--- src/shared/acis_pkg.sv ---
`default_nettype none
// Shared constants for the converter clock and input select block
package acis_pkg;

  // Register byte addresses
  localparam logic [7:0] ACIS_OFS_CLK_SAMPLE = 8'h00; // adc_clock_sample_control
  localparam logic [7:0] ACIS_OFS_INPUT_SEL = 8'h04;  // adc_input_select
  localparam logic [7:0] ACIS_OFS_SCAN_LOW = 8'h08;   // adc_scan_select_low
  localparam logic [7:0] ACIS_OFS_SEQ_CTRL = 8'h0c;   // Sequencer control
  localparam logic [7:0] ACIS_OFS_SEQ_STAT = 8'h10;   // Sequencer status

  // Clock and sample control fields
  localparam int ACIS_CLK_SRC_BIT = 15;
  localparam int ACIS_AUTO_SAMPLE_TIME_LSB = 8;
  localparam int ACIS_AUTO_SAMPLE_TIME_W = 5;
  localparam int ACIS_DIV_LSB = 0;
  localparam int ACIS_DIV_W = 8;

  // Input select fields
  localparam int ACIS_NEG_B_BIT = 31;
  localparam int ACIS_POS_B_LSB = 24;
  localparam int ACIS_NEG_A_BIT = 23;
  localparam int ACIS_POS_A_LSB = 16;
  localparam int ACIS_POS_W = 6;

  // Sequencer control fields
  localparam int ACIS_TRIG_LSB = 0;
  localparam int ACIS_TRIG_W = 3;
  localparam int ACIS_ALT_BIT = 3;
  localparam int ACIS_SCAN_BIT = 4;
  localparam int ACIS_START_BIT = 8;

  // Writable masks; everything else reads zero
  localparam logic [31:0] ACIS_CLK_SAMPLE_MASK = 32'h0000_9fff;
  localparam logic [31:0] ACIS_INPUT_SEL_MASK = 32'hbfbf_0000;
  localparam logic [31:0] ACIS_SEQ_CTRL_MASK = 32'h0000_001f;

  // Reset values
  localparam logic [31:0] ACIS_REG_RESET = 32'h0000_0000;

  // Trigger source code for the internal auto-convert counter
  localparam logic [2:0] ACIS_TRIG_AUTO = 3'h7;

  // Positive input codes, smaller package
  localparam logic [5:0] ACIS_S_LAST_AIN = 6'h1b;
  localparam logic [5:0] ACIS_S_BANDGAP = 6'h1c;
  localparam logic [5:0] ACIS_S_TEMP = 6'h1d;
  localparam logic [5:0] ACIS_S_OPEN = 6'h1e;
  // Positive input codes, larger package
  localparam logic [5:0] ACIS_L_LAST_AIN = 6'h2f;
  localparam logic [5:0] ACIS_L_BANDGAP = 6'h30;
  localparam logic [5:0] ACIS_L_TEMP = 6'h31;
  localparam logic [5:0] ACIS_L_OPEN = 6'h32;

  // Sequencer states, gray coded along idle, sample, convert
  typedef enum logic [1:0] {
    ACIS_IDLE = 2'b00,
    ACIS_SAMPLE = 2'b01,
    ACIS_CONVERT = 2'b11
  } acis_state_e;

endpackage
`default_nettype wire

--- src/rtl/acis_top.sv ---
// Notes on behaviour
// [RULE1] Bit 15 picks fast RC or bus clock
// [RULE2] Bus divider period is 2*(div+1) cycles
// [RULE3] Auto-sample field used only in auto-convert
// [RULE4] Divider ignored when RC source selected
// [RULE5] Bit 31 picks sample B negative input
// [RULE6] Bit 23 picks sample A negative input
// [RULE7] Bits 29:24 hold sample B positive select
// [RULE8] Bits 21:16 hold sample A positive select
// [RULE9] Small package codes: inputs, band-gap, sensor, open
// [RULE10] Large package codes: inputs, band-gap, sensor, open
// [RULE11] Open input only for charge timing use
// [RULE12] Band-gap code routes 1.2V reference input
// [RULE13] Unimplemented bits read zero, ignore writes
// [RULE14] Auto mode samples for programmed clock periods
// [RULE15] Trigger code 111 ends sampling by counter
// [RULE16] Alternate mode: A first, then B, A
// [RULE17] Scan mask bit x includes input x
`default_nettype none
module acis_top
  import acis_pkg::*;
#(
  parameter bit LARGE_PKG = 1'b1 // Larger package code map
) (
  input wire logic mclk,
  input wire logic rst_n,
  input wire logic psel,
  input wire logic penable,
  input wire logic pwrite,
  input wire logic [7:0] paddr,
  input wire logic [31:0] pwdata,
  output logic [31:0] prdata,
  output logic pready,
  output logic pslverr,
  input wire logic frc_tick,
  input wire logic trig_end,
  input wire logic conv_done,
  output logic conv_tick,
  output logic sampling,
  output logic conv_start,
  output logic [5:0] pos_sel,
  output logic neg_ain1,
  output logic pos_is_ain,
  output logic pos_bandgap,
  output logic pos_temp,
  output logic pos_open,
  output logic use_b
);

  ////////////////////////////////////////////////////////////////////////////
  // State

  // All state of the block in one record
  typedef struct packed {
    logic [31:0] clk_ctl;   // Clock and sample control
    logic [31:0] in_sel;    // Input select
    logic [31:0] scan;      // Scan mask
    logic [31:0] seq_ctl;   // Sequencer control
    logic [8:0] div_cnt;    // Bus clock divider count
    logic tick;             // Conversion clock period pulse
    acis_state_e st;        // Sequencer state
    logic [4:0] samp_cnt;   // Auto-sample period count
    logic b_next;           // Next sample uses B
    logic b_now;            // Current sample uses B
    logic [4:0] scan_ptr;   // Current scan input
    logic start_conv;       // Convert pulse
    logic samp;             // Sequencer is sampling
    logic [5:0] pos;        // Driven positive code
    logic neg;              // Driven negative select
    logic [3:0] pos_kind;   // Ain, band-gap, temp, open
    logic [31:0] rdata;     // Read data
    logic ready;            // Access answer
    logic err;              // Unmapped access
  } acis_state_s;

  acis_state_s cur_q;
  acis_state_s nxt_d;

  ////////////////////////////////////////////////////////////////////////////
  // Functions

  // Classify a positive code for the chosen package
  function automatic logic [3:0] pos_class(input logic [5:0] code);
    logic [3:0] kind;
    kind = 4'h0;
    if (LARGE_PKG) begin
      // [RULE10] Large package map
      if (code <= ACIS_L_LAST_AIN) begin
        kind = 4'h1;
      end else if (code == ACIS_L_BANDGAP) begin
        kind = 4'h2;
      end else if (code == ACIS_L_TEMP) begin
        kind = 4'h4;
      end else if (code == ACIS_L_OPEN) begin
        kind = 4'h8;
      end
    end else begin
      // [RULE9] Small package map
      if (code <= ACIS_S_LAST_AIN) begin
        kind = 4'h1;
      end else if (code == ACIS_S_BANDGAP) begin
        kind = 4'h2;
      end else if (code == ACIS_S_TEMP) begin
        kind = 4'h4;
      end else if (code == ACIS_S_OPEN) begin
        kind = 4'h8;
      end
    end
    return kind;
  endfunction

  // Next set bit of the mask after the pointer, wrapping
  function automatic logic [4:0] scan_next(input logic [31:0] mask, input logic [4:0] ptr);
    logic [4:0] res;
    logic found;
    logic [4:0] idx;
    res = ptr;
    found = 1'b0;
    for (int i = 1; i <= 32; i++) begin
      idx = 5'(int'(ptr) + i);
      if (!found && mask[idx]) begin
        res = idx;
        found = 1'b1;
      end
    end
    return res;
  endfunction

  // Masked register write
  function automatic logic [31:0] wr_mask(input logic [31:0] old, input logic [31:0] val,
                                          input logic [31:0] mask);
    return (old & ~mask) | (val & mask);
  endfunction

  ////////////////////////////////////////////////////////////////////////////
  // Field views

  logic clk_from_rc;
  logic [7:0] div_val;
  logic [4:0] auto_sample_time;
  logic [2:0] trig_sel;
  logic wr_acc;
  logic rd_acc;

  assign clk_from_rc = cur_q.clk_ctl[ACIS_CLK_SRC_BIT];
  assign div_val = cur_q.clk_ctl[ACIS_DIV_LSB +: ACIS_DIV_W];
  assign auto_sample_time = cur_q.clk_ctl[ACIS_AUTO_SAMPLE_TIME_LSB +: ACIS_AUTO_SAMPLE_TIME_W];
  assign trig_sel = cur_q.seq_ctl[ACIS_TRIG_LSB +: ACIS_TRIG_W];
  // Access phase, answered one cycle after it opens
  assign wr_acc = psel && penable && !cur_q.ready && pwrite;
  assign rd_acc = psel && penable && !cur_q.ready && !pwrite;

  ////////////////////////////////////////////////////////////////////////////
  // Next state

  // Bus slave, clock divider and sample sequencer
  always_comb begin
    logic start_req;
    logic end_samp;
    logic [8:0] div_end;
    logic [5:0] code;
    logic alt_now; // Alternate mode after this cycle's write
    logic scan_now; // Scan mode after this cycle's write
    start_req = 1'b0;
    alt_now = 1'b0;
    scan_now = 1'b0;
    end_samp = 1'b0;
    div_end = 9'h000;
    code = 6'h00;
    nxt_d = cur_q;
    nxt_d.start_conv = 1'b0;
    nxt_d.tick = 1'b0;
    nxt_d.ready = 1'b0;
    nxt_d.err = 1'b0;

    // Register writes; reserved bits keep zero
    if (wr_acc) begin
      nxt_d.ready = 1'b1;
      case (paddr)
        ACIS_OFS_CLK_SAMPLE: begin
          // [RULE13] Masked control write
          nxt_d.clk_ctl = wr_mask(cur_q.clk_ctl, pwdata, ACIS_CLK_SAMPLE_MASK);
        end
        ACIS_OFS_INPUT_SEL: begin
          // [RULE13] Masked select write
          nxt_d.in_sel = wr_mask(cur_q.in_sel, pwdata, ACIS_INPUT_SEL_MASK);
        end
        ACIS_OFS_SCAN_LOW: begin
          // [RULE17] Full scan mask
          nxt_d.scan = pwdata;
        end
        ACIS_OFS_SEQ_CTRL: begin
          nxt_d.seq_ctl = wr_mask(cur_q.seq_ctl, pwdata, ACIS_SEQ_CTRL_MASK);
          start_req = pwdata[ACIS_START_BIT];
        end
        ACIS_OFS_SEQ_STAT: begin
          // Status is read only
        end
        default: begin
          nxt_d.err = 1'b1;
        end
      endcase
    end

    // Register reads
    if (rd_acc) begin
      nxt_d.ready = 1'b1;
      case (paddr)
        ACIS_OFS_CLK_SAMPLE: nxt_d.rdata = cur_q.clk_ctl;
        ACIS_OFS_INPUT_SEL: nxt_d.rdata = cur_q.in_sel;
        ACIS_OFS_SCAN_LOW: nxt_d.rdata = cur_q.scan;
        ACIS_OFS_SEQ_CTRL: nxt_d.rdata = cur_q.seq_ctl;
        ACIS_OFS_SEQ_STAT: begin
          nxt_d.rdata = {19'h00000, cur_q.scan_ptr, 2'h0, cur_q.b_next,
                         cur_q.b_now, 2'h0, cur_q.st};
        end
        default: begin
          nxt_d.rdata = 32'h0000_0000;
          nxt_d.err = 1'b1;
        end
      endcase
    end

    // Mode bits as they stand after this cycle's write, so a start
    // written together with a new mode already follows that mode
    alt_now = nxt_d.seq_ctl[ACIS_ALT_BIT];
    scan_now = nxt_d.seq_ctl[ACIS_SCAN_BIT];

    // Conversion clock period pulse
    if (clk_from_rc) begin
      // [RULE1] Fast RC supplies the period
      // [RULE4] Divider unused, count cleared
      nxt_d.tick = frc_tick;
      nxt_d.div_cnt = 9'h000;
    end else begin
      // [RULE2] Period is 2*(div+1) bus cycles
      div_end = {div_val, 1'b1};
      if (cur_q.div_cnt >= div_end) begin
        nxt_d.div_cnt = 9'h000;
        nxt_d.tick = 1'b1;
      end else begin
        nxt_d.div_cnt = 9'(cur_q.div_cnt + 9'h001);
      end
    end

    // Sample sequencer
    case (cur_q.st)
      ACIS_IDLE: begin
        if (start_req) begin
          nxt_d.st = ACIS_SAMPLE;
          nxt_d.samp_cnt = 5'h00;
          // [RULE16] Pick A or B for this sample
          nxt_d.b_now = alt_now && cur_q.b_next;
          nxt_d.b_next = alt_now && !cur_q.b_next;
          if (scan_now) begin
            // [RULE17] Step to next selected input
            nxt_d.scan_ptr = scan_next(cur_q.scan, cur_q.scan_ptr);
          end
        end
      end
      ACIS_SAMPLE: begin
        if (trig_sel == ACIS_TRIG_AUTO) begin
          // [RULE15] Counter ends sampling
          // [RULE14] Hold for programmed conversion clock periods
          if (cur_q.tick) begin
            if (cur_q.samp_cnt >= auto_sample_time) begin
              end_samp = 1'b1;
            end else begin
              nxt_d.samp_cnt = 5'(cur_q.samp_cnt + 5'h01);
            end
          end
        end else begin
          // [RULE3] Sample time ignored, outside trigger ends it
          end_samp = trig_end;
        end
        if (end_samp) begin
          nxt_d.st = ACIS_CONVERT;
          nxt_d.start_conv = 1'b1;
        end
      end
      ACIS_CONVERT: begin
        if (conv_done) begin
          nxt_d.st = ACIS_IDLE;
        end
      end
      default: begin
        nxt_d.st = ACIS_IDLE;
      end
    endcase

    // Sampling level kept in a flop so the pin needs no decode
    nxt_d.samp = (nxt_d.st == ACIS_SAMPLE);

    // Alternate mode off restarts on sample A
    if (!alt_now) begin
      nxt_d.b_next = 1'b0;
    end

    // Multiplexer drive from the settings in use
    if (nxt_d.b_now) begin
      // [RULE7] Sample B positive field
      code = nxt_d.in_sel[ACIS_POS_B_LSB +: ACIS_POS_W];
      // [RULE5] Sample B negative: input 1 or low reference
      nxt_d.neg = nxt_d.in_sel[ACIS_NEG_B_BIT];
    end else begin
      // [RULE8] Sample A positive field
      code = nxt_d.in_sel[ACIS_POS_A_LSB +: ACIS_POS_W];
      // [RULE6] Sample A negative: input 1 or low reference
      nxt_d.neg = nxt_d.in_sel[ACIS_NEG_A_BIT];
    end
    if (scan_now) begin
      code = {1'b0, nxt_d.scan_ptr};
    end
    nxt_d.pos = code;
    // [RULE12] Band-gap code raises the reference route
    nxt_d.pos_kind = pos_class(code);
  end

  ////////////////////////////////////////////////////////////////////////////
  // Registers

  // Synchronous reset to zero
  always_ff @(posedge mclk) begin
    if (!rst_n) begin
      cur_q <= '0;
    end else begin
      cur_q <= nxt_d;
    end
  end

  ////////////////////////////////////////////////////////////////////////////
  // Outputs, all from flip-flops

  assign prdata = cur_q.rdata;
  assign pready = cur_q.ready;
  assign pslverr = cur_q.err;
  assign conv_tick = cur_q.tick;
  assign sampling = cur_q.samp;
  assign conv_start = cur_q.start_conv;
  assign pos_sel = cur_q.pos;
  assign neg_ain1 = cur_q.neg;
  assign pos_is_ain = cur_q.pos_kind[0];
  assign pos_bandgap = cur_q.pos_kind[1];
  assign pos_temp = cur_q.pos_kind[2];
  assign pos_open = cur_q.pos_kind[3];
  assign use_b = cur_q.b_now;

endmodule
`default_nettype wire

--- config.mk ---
export PLATFORM = sky130hd
export DESIGN_NAME = acis_top
export DESIGN_NICKNAME = d
export VERILOG_FILES = /design/src/shared/acis_pkg.sv /design/src/rtl/acis_top.sv
export SDC_FILE = /design/constraint.sdc
export NUM_CORES = 1
export LEC_CHECK = 0
export BUFFER_PORTS_ARGS = -buffer_cell sky130_fd_sc_hd__buf_2
export CAP_MARGIN = 20
export CORE_UTILIZATION = 45
export CTS_CLUSTER_DIAMETER = 200
export DETAILED_ROUTE_END_ITERATION = 16
export GPL_ROUTABILITY_DRIVEN = 0
export GPL_TIMING_DRIVEN = 0
export SETUP_SLACK_MARGIN = 0.5
export SKIP_LAST_GASP = 1
export SLEW_MARGIN = 20
export SYNTH_ARGS = -nofsm -noshare
export SYNTH_HDL_FRONTEND = slang
export SYNTH_SLANG_ARGS = --single-unit
--- constraint.sdc ---
create_clock -name mclk -period 9.5 [get_ports mclk]
set_clock_uncertainty 0.2 [all_clocks]
set_input_delay 0.95 -clock mclk [delete_from_list [all_inputs] [get_ports mclk]]
set_output_delay 0.95 -clock mclk [all_outputs]
set_load 0.01 [all_outputs]
==> flow_metrics.py <==
metrics = {
    "run_status": {
        "status": "completed",
    },
    "hold_path": {
        "hp-class": "register to register",
        "hp-start": "prdata[21]",
    },
    "pwr": {
        "p_leak_uw": 0.00554,
        "power.total_uw": 1360,
        "irDropWorstVdd_uv": 117,
        "power.density_mw_per_mm2": 94.0,
    },
    "floorplanning": {
        "die_h_um": 171,
        "die_width_um": 171,
        "ios": 97,
        "start_util": 0.460,
        "std_cell_rows": 61,
        "dieArea_sq_mm": 0.0292,
        "coreArea_sq_mm": 0.0279,
    },
    "final_layout": {
        "fin_nets": 1704,
        "n_fill_cell": 2752,
        "postLayoutCellArea_sq_mm": 0.0144,
        "layout-drive-gt1-share": 0.227,
        "fin_util": 0.516,
        "antenna_cells": 0,
        "synthToLayoutAreaGrowth_pct": 12.2,
        "final_common_cell": "nand2_1",
        "final_cell_mix": "nand2_1, nor2_1, dfxtp_1",
    },
    "placed_design": {
        "dp.final_hpwl_um": 37300,
        "dpl-instance-area_sq_mm": 0.0138,
        "portBuffers": 94,
    },
    "yosys": {
        "async_flop_share": 0,
        "synth_mux_area_frac": 0.293,
        "yosysUniqueCellTypes": 87,
        "synth-adder-area-share": 0.0273,
        "synth.avg_cell_area_sq_um": 8.48,
        "yosys.area.top_type_share": 0.212,
        "yosys_warnings": 0,
        "synth_xor_area_frac": 0.0375,
        "syn_area_sq_mm": 0.0128,
        "synth_top_cell_by_area": "dfxtp_1",
        "synthSimpleGateAreaFrac": 0.186,
        "synth_area_leaders": "dfxtp_1, mux4_2, mux2i_1, nand2_1, a21oi_1",
        "synth_nets": 1591,
        "seq_area_frac_synth": 0.212,
        "synth_compound_area_frac": 0.167,
        "synth_ff_type": "dfxtp_1",
        "synth-seq-cells": 136,
        "synth_edf_count": 0,
        "synth_top_family_by_area": "multiplexers",
        "syn_inst": 1515,
    },
    "critical_path": {
        "crit_start": "cur_q[49]",
        "cp.required_ns": 9.63,
        "cp.arrival_ns": 8.06,
        "crit_fanout": 15,
        "r2r-start": "cur_q[49]",
        "endpoint_kind": "register",
        "critPathLaunchType": "register",
        "criticalPathCategory": "register to register",
    },
    "routing": {
        "vias_per_cell": 6.45,
        "via_count": 13000,
        "dr.pass1.iters": 9,
        "route.detailed.drc": 0,
        "drtIter0Drc": 1623,
        "routedWlPerCell_um": 24.3,
        "postRouteAntennaNets": 0,
        "totalWireLength_um": 49000,
    },
    "global_routing": {
        "grt_pass1_wl_um": 73900,
        "grt_util_all_layers": 0.341,
        "gr-total-overflow": 0,
        "grt_pass1_vias": 12000,
        "grt_max_degree": 17,
        "antenna_found_initial": 0,
    },
    "sta": {
        "slew_viol_final": 0,
        "min_period_ns": 7.93,
        "fin_crit_sh": 0.835,
        "fin_tns_setup_ns": 0,
        "hold_viol": 0,
        "fmax_mhz": 126,
        "setup_viol": 0,
        "rsz0062_at_grt": "false",
        "slew_headroom": 0.192,
        "whs_ns": 0.257,
        "worstMarginPinSlew_ns": 1.21,
    },
    "clock_network": {
        "tritoncts": "built",
        "clk_latency_ns": 0.44,
        "ctsHoldBuffers": 0,
        "clk_pin_slew_ns": 0.07,
        "clockBufferDepth": 2,
        "cts_max_level": 4,
        "cts_resized": 0,
        "cts_buffers": 17,
        "clock_sinks": 136,
        "cts_setup_buffers": 0,
        "root_buffer": "clkbuf_16",
    },
    "run": {
        "maxCapViolCount": 0,
    },
}
power by group:
part	internal, uW	leakage, uW	switching (uW)
registers	577	0.00110	6.92
logic	30.9	0.00415	53.4
clock network	378	0.000294	309
total	986	0.00554	369
cells in the mapped netlist (28+ instances only):
| cell type | count |
|---|---|
| buf_4 | 43 |
| mux4_2 | 84 |
| o21ai_0 | 39 |
| clkbuf_1 | 82 |
| inv_1 | 30 |
| nor2_1 | 137 |
| nand2_1 | 210 |
| mux2_2 | 50 |
| a21oi_1 | 129 |
| mux2i_1 | 115 |
| nand3_1 | 37 |
| ha_1 | 28 |
| xnor2_1 | 30 |
| dfxtp_1 | 136 |
layer usage:
metal / track usage / wire length [um] / up-vias
li1: - / - / 5802
met1: 0.453 / 19800 / 6177
met2: 0.517 / 21200 / 862
met3: 0.0608 / 4970 / 181
met4: 0.203 / 3070 / 0
met5: 0 / 0 / -
stage by stage:
step / setup WS [ns] / instances
final: 1.57 / 2019
after global placement: 1.99 / 1987
after CTS: 1.89 / 2019
after global routing: 1.41 / 2019
after detailed placement: 1.91 / 1987
after floorplan: 3.88 / 1515
cell type report:
cell class	count	area, sq um	area share
inverter	37	139	0.00963
timing repair buffer	94	470	0.0326
clock inverter	15	174	0.0121
multi-input combinational	1185	9160	0.636
tap	378	473	0.0328
sequential	136	2720	0.189
clock buffer	17	425	0.0295
buffer	157	847	0.0588
critical path: stages (launching register included):
cell,delay [ns]
dfxtp_1,0.68
buf_2,0.45
clkinv_1,0.35
clkbuf_1,0.59
ha_1,0.52
clkbuf_1,0.42
clkbuf_1,0.70
mux4_2,0.41
mux2i_1,0.41
mux2i_1,0.27
mux2i_4,0.31
and4b_1,0.34
nand3_1,0.20
clkbuf_1,0.29
nor3_1,0.35
nand3_1,0.24
mux2i_1,0.25
o221ai_1,0.21
a21oi_1,0.30
a31oi_1,0.17
and3_1,0.17
logic make-up (layout without fill, tap and decap cells):
| kind of cell | count (synthesis) | in the layout |
|---|---|---|
| AO/OA/AOI/OAI | 327 | 327 |
| XOR/XNOR | 49 | 49 |
| adder cells (fa/ha/maj) | 28 | 28 |
| buffers and inverters | 194 | 320 |
| flip-flops | 136 | 136 |
| multiplexers | 262 | 262 |
| AND/OR/NAND/NOR | 519 | 519 |
flip-flops by register name (all words and copies together) (netlist names), 5 cells and up:
signal	flops
auto_sample_time	5
pos_sel	6
cur_q	81
prdata	32
worst paths after layout:
| kind | to | slack [ns] | cells past startpoint |
|---|---|---|---|
| worst max register to register | pos_temp | 1.57 | 20 |
| worst max-delay path | pos_temp | 1.57 | 20 |
| worst min register to register | prdata[21] | 0.26 | 2 |
| worst min-delay path | prdata[21] | 0.26 | 2 |
(Power assumes the default switching activity.)
